**config.mk**
```make
export PLATFORM = sky130hd
export DESIGN_NAME = esdc_card_flat
export DESIGN_NICKNAME = d
export VERILOG_FILES = /design/src/design/esdc_pkg.sv /design/src/design/esdc_if.sv /design/src/design/esdc_card.sv /design/src/flat_wrapper.sv
export VERILOG_INCLUDE_DIRS = /design/src /design/src/design
export SDC_FILE = /design/constraint.sdc
export NUM_CORES = 1
export LEC_CHECK = 0
export ABC_AREA = 1
export BUFFER_PORTS_ARGS = -buffer_cell sky130_fd_sc_hd__buf_2
export CAP_MARGIN = 25
export CORE_ASPECT_RATIO = 1.5
export CORE_MARGIN = 5
export CORE_UTILIZATION = 37
export CTS_CLUSTER_DIAMETER = 40
export DETAILED_ROUTE_END_ITERATION = 6
export PLACE_DENSITY = 0.67
export SYNTH_ARGS = -nofsm -noshare
export SYNTH_HDL_FRONTEND = slang
export SYNTH_SLANG_ARGS = --single-unit
```
**constraint.sdc**
```tcl
create_clock -name pclk -period 4.4 [get_ports pclk]
set_input_delay 0.22 -clock pclk [delete_from_list [all_inputs] [get_ports pclk]]
set_output_delay 0.22 -clock pclk [all_outputs]
set_load 0.03 [all_outputs]
```
**src/design/esdc_defs.svh**
```systemverilog
`ifndef ESDC_DEFS_SVH
`define ESDC_DEFS_SVH
// =====================================================
// address windows (32-bit form)
`define ESDC_GFX_LO 32'h1F000000
`define ESDC_GFX_HI 32'h1F3FFFFF
`define ESDC_SLOT0_LO 32'h1F400000
`define ESDC_SLOT0_HI 32'h1F5FFFFF
`define ESDC_SLOT1_LO 32'h1F600000
`define ESDC_SLOT1_HI 32'h1F9FFFFF
`define ESDC_WIDE_PREFIX 32'h90000000
// =====================================================
// apb register offsets of the host controller
`define ESDC_REG_CFG0 12'h000
`define ESDC_REG_CFG1 12'h004
`define ESDC_REG_STATUS 12'h008
`define ESDC_REG_MASK 12'h00C
`define ESDC_REG_INFO 12'h010
`define ESDC_REG_CADDR 12'h018
`define ESDC_REG_CWDATA 12'h01C
`define ESDC_REG_CGO 12'h020
`define ESDC_REG_CDATA 12'h024
// =====================================================
// slot setting field positions
`define ESDC_BIT_WIDE 0
`define ESDC_BIT_RT 1
`define ESDC_BIT_MST 2
`define ESDC_BIT_PIPE 3
`define ESDC_CFG_RESET 4'h8
// =====================================================
// card register offsets (within window)
`define ESDC_CARD_CMD 32'h00000000
`define ESDC_CARD_STAT 32'h00000004
`define ESDC_CARD_SCRATCH 32'h00000008
`endif

```
**src/design/esdc_pkg.sv**
```systemverilog
package esdc_pkg;
   // one slot's arbitration settings
   typedef struct packed {
      logic pipelined_protocol_setting;
      logic bus_master_setting;
      logic realtime_class_setting;
      logic wide_transfer_setting;
   } esdc_cfg_t;
   typedef enum logic [1:0] {ESDC_IDLE, ESDC_ADDR, ESDC_DATA} esdc_cyc_t;
endpackage : esdc_pkg

```
**src/design/esdc_if.sv**
```systemverilog
`timescale 1ns/100ps
interface esdc_if;
   import esdc_pkg::*;
   logic slot_id;
   logic wide_addr;
   logic as_valid;
   logic rd_wr;
   logic [63:0] ad_host;
   logic [63:0] ad_card;
   logic ad_card_oe;
   logic card_rdy;
   logic [2:0] irq_level;
   esdc_cfg_t cfg;
   modport host (output slot_id, wide_addr, as_valid, rd_wr, ad_host, cfg,
      input ad_card, ad_card_oe, card_rdy, irq_level);
   modport card (input slot_id, wide_addr, as_valid, rd_wr, ad_host, cfg,
      output ad_card, ad_card_oe, card_rdy, irq_level);
endinterface : esdc_if

```
**src/design/esdc_card.sv**
```systemverilog
// Functional notes
// - find own slot, answer only its window
// - graphics window 1F000000..1F3FFFFF, graphics only
// - slot zero window 1F400000..1F5FFFFF
// - slot one window 1F600000..1F9FFFFF
// - wide hosts prefix upper bits 90000000
// - non-graphics card interrupts on level one
// - never drive levels zero or two
// - synchronous multiplexed 64-bit bus, 32/64 cards
// - wide setting selects 64-bit transfers
// - realtime setting else long-burst requester
// - master setting allows mastering, else slave
// - pipelined setting set on dual-slot hosts
// - memory path non-pipelined, slots pipelined
// - two logical slots, numbered zero, one
//
// Our own choices: the register addresses and the APB slave port.
`timescale 1ns/100ps
`include "esdc_defs.svh"
module esdc_card
   import esdc_pkg::*;
(
   // clock and reset
   input wire logic pclk,
   input wire logic presetn,
   // bus side
   esdc_if.card bus,
   // user side
   input wire logic event_in,
   output logic irq_pending,
   output logic [1:0] cfg_seen,
   output logic slot_seen
);
   // =====================================================
   // bus walk of one access, as the card sees it
   //   edge n   : address phase taken when as_valid and own window
   //   edge n+1 : data phase sampled, write data lands here
   //   edge n+2 : ready, read data and output enable stand
   // ready and output enable stand for exactly one cycle
   // the next address may follow at edge n+2 at the earliest
   // an address seen while in the address state is ignored
   // refused: other slot window, graphics window, bad wide prefix
   // refused: anything before the slot strap has been latched
   // narrow transfers return zeros in the upper data word
   // wide hosts put the fixed prefix in the upper address word
   // card registers within the window:
   //   offset 0 : write, bit 0 set clears the interrupt
   //   offset 4 : read, pipelined, realtime, slot, interrupt
   //   offset 8 : read and write scratch word
   // unknown offsets read as zero and ignore writes
   // an event and a clear in one cycle: the event wins
   // the interrupt is raised on the middle level only
   // master and realtime settings are passed to the user side
   // =====================================================
   // pin synchronisers for slot strap
   logic slot_s1;
   logic slot_s2;
   logic slot;
   logic slot_valid;
   always_ff @(posedge pclk or negedge presetn) begin
      if (!presetn) begin
         slot_s1 <= 1'b0;
         slot_s2 <= 1'b0;
      end else begin
         slot_s1 <= bus.slot_id;
         slot_s2 <= slot_s1;
      end
   end
   // slot latched once the strap has crossed both flops
   // hazard: the second flop still holds its reset value for two
   // edges after release, so the latch waits for the counter
   logic [1:0] slot_wait;
   always_ff @(posedge pclk or negedge presetn) begin
      if (!presetn) begin
         slot <= 1'b0;
         slot_valid <= 1'b0;
         slot_wait <= 2'h0;
      end else if (!slot_valid) begin
         if (slot_wait == 2'h2) begin
            slot <= slot_s2;
            slot_valid <= 1'b1;
         end else begin
            slot_wait <= slot_wait + 2'h1;
         end
      end
   end
   // no access is claimed until the slot is known
   // =====================================================
   // address decode
   function automatic logic in_win(input logic [31:0] a, input logic [31:0] lo,
      input logic [31:0] hi);
      in_win = (a >= lo) && (a <= hi);
   endfunction : in_win
   wire [31:0] addr_lo = bus.ad_host[31:0];
   wire prefix_ok = !bus.wide_addr || (bus.ad_host[63:32] == `ESDC_WIDE_PREFIX);
   wire hit0 = in_win(addr_lo, `ESDC_SLOT0_LO, `ESDC_SLOT0_HI);
   wire hit1 = in_win(addr_lo, `ESDC_SLOT1_LO, `ESDC_SLOT1_HI);
   // graphics window is never claimed by this card
   wire hit_gfx = in_win(addr_lo, `ESDC_GFX_LO, `ESDC_GFX_HI);
   wire hit = slot_valid && prefix_ok && !hit_gfx && (slot ? hit1 : hit0);
   // offset within own window, only meaningful on a hit
   wire [31:0] base = slot ? `ESDC_SLOT1_LO : `ESDC_SLOT0_LO;
   wire [31:0] offs = addr_lo - base;
   // =====================================================
   // cycle tracking: address phase then data phase (pipelined)
   esdc_cyc_t cyc;
   logic sel;
   logic wr;
   logic [31:0] reg_off;
   logic irq;
   logic [63:0] rdata;
   logic rdy;
   logic oe;
   logic [31:0] scratch;
   wire wide = bus.cfg.wide_transfer_setting;
   wire [63:0] stat_word = {32'h00000000, 28'h0000000, bus.cfg.pipelined_protocol_setting,
      bus.cfg.realtime_class_setting, slot, irq};
   // write data is on the bus while the card sits in the address state
   wire data_phase = sel && wr && (cyc == ESDC_ADDR);
   wire clr_hit = data_phase && (reg_off == `ESDC_CARD_CMD) && bus.ad_host[0];
   wire scr_hit = data_phase && (reg_off == `ESDC_CARD_SCRATCH);
   // read data select
   wire [63:0] scr_word = {32'h00000000, scratch};
   wire [63:0] rd_val = (reg_off == `ESDC_CARD_STAT) ? stat_word :
      (reg_off == `ESDC_CARD_SCRATCH) ? scr_word : 64'h0000000000000000;
   always_ff @(posedge pclk or negedge presetn) begin
      if (!presetn) begin
         cyc <= ESDC_IDLE;
         sel <= 1'b0;
         wr <= 1'b0;
         reg_off <= 32'h00000000;
      end else begin
         case (cyc)
            ESDC_IDLE, ESDC_DATA: begin
               if (bus.as_valid && hit) begin
                  cyc <= ESDC_ADDR;
                  sel <= 1'b1;
                  wr <= bus.rd_wr;
                  reg_off <= offs;
               end else begin
                  cyc <= ESDC_IDLE;
                  sel <= 1'b0;
               end
            end
            ESDC_ADDR: begin
               cyc <= ESDC_DATA;
            end
            default: cyc <= ESDC_IDLE;
         endcase
      end
   end
   // data drive: one cycle in data phase
   always_ff @(posedge pclk or negedge presetn) begin
      if (!presetn) begin
         rdata <= 64'h0000000000000000;
         rdy <= 1'b0;
         oe <= 1'b0;
      end else begin
         rdy <= (cyc == ESDC_ADDR) && sel;
         oe <= (cyc == ESDC_ADDR) && sel && !wr;
         rdata <= wide ? rd_val : {32'h00000000, rd_val[31:0]};
      end
   end
   // =====================================================
   // scratch word, written in the data phase
   always_ff @(posedge pclk or negedge presetn) begin
      if (!presetn) begin
         scratch <= 32'h00000000;
      end else if (scr_hit) begin
         scratch <= bus.ad_host[31:0];
      end
   end
   // =====================================================
   // interrupt: sticky, cleared by card register write
   // set wins over a clear in the same cycle
   always_ff @(posedge pclk or negedge presetn) begin
      if (!presetn) begin
         irq <= 1'b0;
      end else if (event_in) begin
         irq <= 1'b1;
      end else if (clr_hit) begin
         irq <= 1'b0;
      end
   end
   // =====================================================
   // bus outputs, each straight from a flop
   assign bus.ad_card = rdata;
   assign bus.ad_card_oe = oe;
   assign bus.card_rdy = rdy;
   // only the middle level is ever raised
   assign bus.irq_level = {1'b0, irq, 1'b0};
   // =====================================================
   // user side status
   assign irq_pending = irq;
   assign cfg_seen = {bus.cfg.bus_master_setting, bus.cfg.realtime_class_setting};
   assign slot_seen = slot;
endmodule : esdc_card

```
**src/flat_wrapper.sv**
```systemverilog
// flat-port wrapper written by rule: the top's interface ports become plain ports
module esdc_card_flat import esdc_pkg::*;
  (pclk, presetn, event_in, irq_pending, cfg_seen, slot_seen, bus_slot_id, bus_wide_addr, bus_as_valid, bus_rd_wr, bus_ad_host, bus_cfg, bus_ad_card, bus_ad_card_oe, bus_card_rdy, bus_irq_level);
  esdc_if bus_i ();
  input wire logic pclk;
  input wire logic presetn;
  input wire logic event_in;
  output logic irq_pending;
  output logic [1:0] cfg_seen;
  output logic slot_seen;
  input wire logic [$bits(bus_i.slot_id)-1:0] bus_slot_id;
  input wire logic [$bits(bus_i.wide_addr)-1:0] bus_wide_addr;
  input wire logic [$bits(bus_i.as_valid)-1:0] bus_as_valid;
  input wire logic [$bits(bus_i.rd_wr)-1:0] bus_rd_wr;
  input wire logic [$bits(bus_i.ad_host)-1:0] bus_ad_host;
  input wire logic [$bits(bus_i.cfg)-1:0] bus_cfg;
  output wire logic [$bits(bus_i.ad_card)-1:0] bus_ad_card;
  output wire logic [$bits(bus_i.ad_card_oe)-1:0] bus_ad_card_oe;
  output wire logic [$bits(bus_i.card_rdy)-1:0] bus_card_rdy;
  output wire logic [$bits(bus_i.irq_level)-1:0] bus_irq_level;
  assign bus_i.slot_id = bus_slot_id;
  assign bus_i.wide_addr = bus_wide_addr;
  assign bus_i.as_valid = bus_as_valid;
  assign bus_i.rd_wr = bus_rd_wr;
  assign bus_i.ad_host = bus_ad_host;
  assign bus_i.cfg = bus_cfg;
  assign bus_ad_card = bus_i.ad_card;
  assign bus_ad_card_oe = bus_i.ad_card_oe;
  assign bus_card_rdy = bus_i.card_rdy;
  assign bus_irq_level = bus_i.irq_level;
  esdc_card u_core (.pclk(pclk), .presetn(presetn), .bus(bus_i), .event_in(event_in), .irq_pending(irq_pending), .cfg_seen(cfg_seen), .slot_seen(slot_seen));
endmodule
```
==> flow_metrics.tcl <==
set metrics [dict create \
    p_leak_nw 3.11 \
    synth_top_family_by_area "simple AND/OR/NAND/NOR gates" \
    first_iter_violations 229 \
    grt_max_degree 69 \
    crit_end "u_core.scratch[30]" \
    regArea_um2 2730 \
    finalWirelength_um 10400 \
    grt_use_met3_pct 3.08 \
    core-area_um2 13400 \
    async_flop_share_pct 100 \
    hpwl_um 7660 \
    startpoint "u_core.reg_off[7]" \
    cpPeakStageDelay_ns 0.38 \
    die_x_um 105 \
    cts_num_sinks 109 \
    die_height_um 153 \
    start_kind "flip-flop" \
    cp_top_family "simple AND/OR/NAND/NOR gates" \
    r2r.worst_path.cells 10 \
    post_cts_resized 0 \
    synth_compound_gate_area_share_pct 0.695 \
    synth.avg_cell_area_um2 9.04 \
    io_pins 148 \
    remaining_drc_errors 0 \
    synth_simple_gate_area_share_pct 31.9 \
    yosys.area.top_type "dfrtp_1" \
    drv_cap 0 \
    multi_input_area_um2 1850 \
    worstReg2RegStart "u_core.reg_off[7]" \
    period_needed_ns 2.13 \
    grt_pass1_vias 3721 \
    fmax_ghz 0.469 \
    io_buffer_count 110 \
    grt.total_usage_pct 13.1 \
    drt-pass1-iter-count 4 \
    fin_skew_ns 0.00805 \
    rsz0062_at_grt "no" \
    cp_common_cell "nand2_1" \
    final_util_pct 43.9 \
    synth-seq-cells 109 \
    hold_path_class "primary input to async pin" \
    r2r_end "u_core.scratch[30]" \
    cp.depth 10 \
    nets 736 \
    slowest_stage "dfrtp_1" \
    hold_violations 21 \
    rows 52 \
    wl_per_cell_um 12.6 \
    slew-limit-headroom_pct 43.4 \
    crit_fanout 33 \
    grt_busiest_layer "met2" \
    fin_setup_tns_ns 0 \
    setup_viol 0 \
    start_util_pct 37.6 \
    ant_nets 0 \
    slew_violations 0 \
    yosysWarnings 0 \
    synth_edf_count 0 \
    critPathKind "flip-flop to flip-flop" \
    synth_ff_type "dfrtp_1" \
    place.gp.congestion 0.818 \
    met2_usage_pct 22.3 \
    cts_tree "done" \
    outcome "finished, violations left" \
    overflow 0 \
    worst_pin_slew_ns 0.849 \
    ir_worst_vdd_uv 189 \
    power_density_nw_per_um2 358 \
    routed_via_density 4.55 \
    ys_seq_area_share_pct 54.1 \
    yosys-top-cells-area "dfrtp_1 54%, nand2_1 8.3%, nor2_1 7.3%, buf_4 5.8%, nor3_2 4.0%" \
    die-area_um2 16100 \
    failed_checks "hold timing" \
    path_buf_inv 2 \
    synthXorXnorAreaFrac_pct 0.522 \
    timing.reg2reg.setup_slack_ns 2.27 \
    end_kind "flip-flop" \
    syn_inst 557 \
    synth.distinct_cells 34 \
    hold_slack_ns -0.0416 \
    cts_made_buffers 9 \
    clockBufferDepth 2 \
    critPathRequiredTime_ns 4.63 \
    area_delta_synth_final_pct 16.7 \
    antenna_found_initial 2 \
    fin_crit_sh_pct 48.5 \
    crit_arrival_ns 2.37 \
    synth_fa_ha_area_share_pct 0.745 \
    synth_top_area_share_pct 54.1 \
    clk_latency_ns 0.34 \
    syn_area_um2 5040 \
    nFillCells 1340 \
    htreeDepth 3 \
    grt_pass1_wl_um 17400 \
    path_cells "nor2_1, nand2_1, nor4_2, nand2_1, nor2_2, buf_4, nand2_1, buf_16, nand2_1, nand2_1" \
    vias 3759 \
    cts_root_buf "clkbuf_16" \
    synth_mux_area_share_pct 0 \
    drive_gt1_share_pct 25.3 \
    clkTransAtPathRegs_ns 0.07 \
    grt_use_met1_pct 15.6 \
]
[per-layer routing]
metal | share of wire [%] | vias up | wire length [um]
li1 | - | 1884 | -
met1 | 41 | 1729 | 4310
met2 | 50 | 131 | 5200
met3 | 6.7 | 15 | 698
met4 | 1.9 | 0 | 201
met5 | 0 | - | 0
[where the power goes]
| part | switching [W] | internal, W | total, W |
|---|---|---|---|
| clock network | 0.000344 | 0.000415 | 0.000758 |
| logic | 0.000154 | 0.0000755 | 0.000230 |
| registers | 0.0000459 | 0.00107 | 0.00112 |
[metrics by stage]
stage	worst slack, ns	hold slack (ns)	instance area, um^2	instances	total power [W]
detailed placement	1.93	0.349	5540	806	0.00137
global placement	1.97	0.329	5530	805	0.00136
CTS	1.91	0.00633	5830	823	0.00212
global route	2.00	0.0475	5880	827	0.00221
finish	2.27	-0.0416	5880	827	0.00211
floorplan	2.57	-0.0756	5160	590	0.00131
[sequential cells by signal, indices dropped and copies added, names as in the netlist]
register and flops:
u_core.irq_pending 1, u_core.cyc 2, u_core.slot_seen 1, u_core.slot_s2 1, u_core.bus.ad_card 32, u_core.bus.card_rdy 1
u_core.slot_wait 2, u_core.wr 1, u_core.slot_valid 1, u_core.bus.ad_card_oe 1, u_core.sel 1, u_core.scratch 32
u_core.reg_off 32, u_core.slot_s1 1
[logic make-up (layout without fill, tap and decap cells)]
| logic type | after synthesis | count (layout) |
|---|---|---|
| xor+xnor | 3 | 3 |
| simple gates | 329 | 329 |
| fa+ha+maj | 3 | 3 |
| compound gates | 7 | 7 |
| buf+inv | 105 | 178 |
| other cells | 1 | 36 |
| flops | 109 | 109 |
[worst min-delay path by stage]
stage	start	endpoint	slack [ns]
final	presetn	u_core.scratch[5]	-0.04
after global routing	presetn	u_core.scratch[5]	0.05
after CTS	presetn	u_core.scratch[6]	0.006
after detailed placement	bus_slot_id	u_core.slot_s1	0.35
after global placement	bus_slot_id	u_core.slot_s1	0.33
after floorplan	presetn	u_core.bus.ad_card[0]	-0.08
[cells in the mapped netlist, types with 3 or more instances]
cell type / number
nor3_1: 9
clkbuf_1: 6
nor2_1: 98
buf_2: 9
o21ai_0: 4
nand3_1: 38
buf_6: 6
buf_4: 39
dfrtp_1: 109
nand2_1: 112
nand2_2: 4
and3_1: 28
nand4_1: 5
inv_1: 43
nor3_2: 20
nor4_2: 3
ha_1: 3
[layout make-up]
| cell class | instances | area share, % |
|---|---|---|
| flip-flops and latches | 109 | 46.4 |
| clock buffers | 13 | 4.43 |
| clock inverters | 3 | 0.340 |
| diodes | 2 | 0.0851 |
| inverters | 44 | 2.81 |
| well taps | 162 | 3.45 |
| multi-input cells | 376 | 31.4 |
| repair buffers | 118 | 11.1 |
[repair_timing]
| item | in CTS | in global routing |
|---|---|---|
| setup buffers | 0 | 0 |
| hold endpoints to repair | 1 | 0 |
| hold buffers | 1 | 0 |
[layout by cell type (no fill, tap or decap), types with 3 or more instances in the layout]
cell / instances
nand2_1: 112
buf_2: 109
dfrtp_1: 109
nor2_1: 98
inv_1: 43
nand3_1: 38
conb_1: 34
and3_1: 28
nor3_2: 19
nor3_1: 9
clkbuf_16: 9
nand4_1: 5
buf_4: 5
nand2_2: 4
o21ai_0: 4
nor4_2: 3
nor3_4: 3
ha_1: 3
Power figures use the tool's default switching activity.
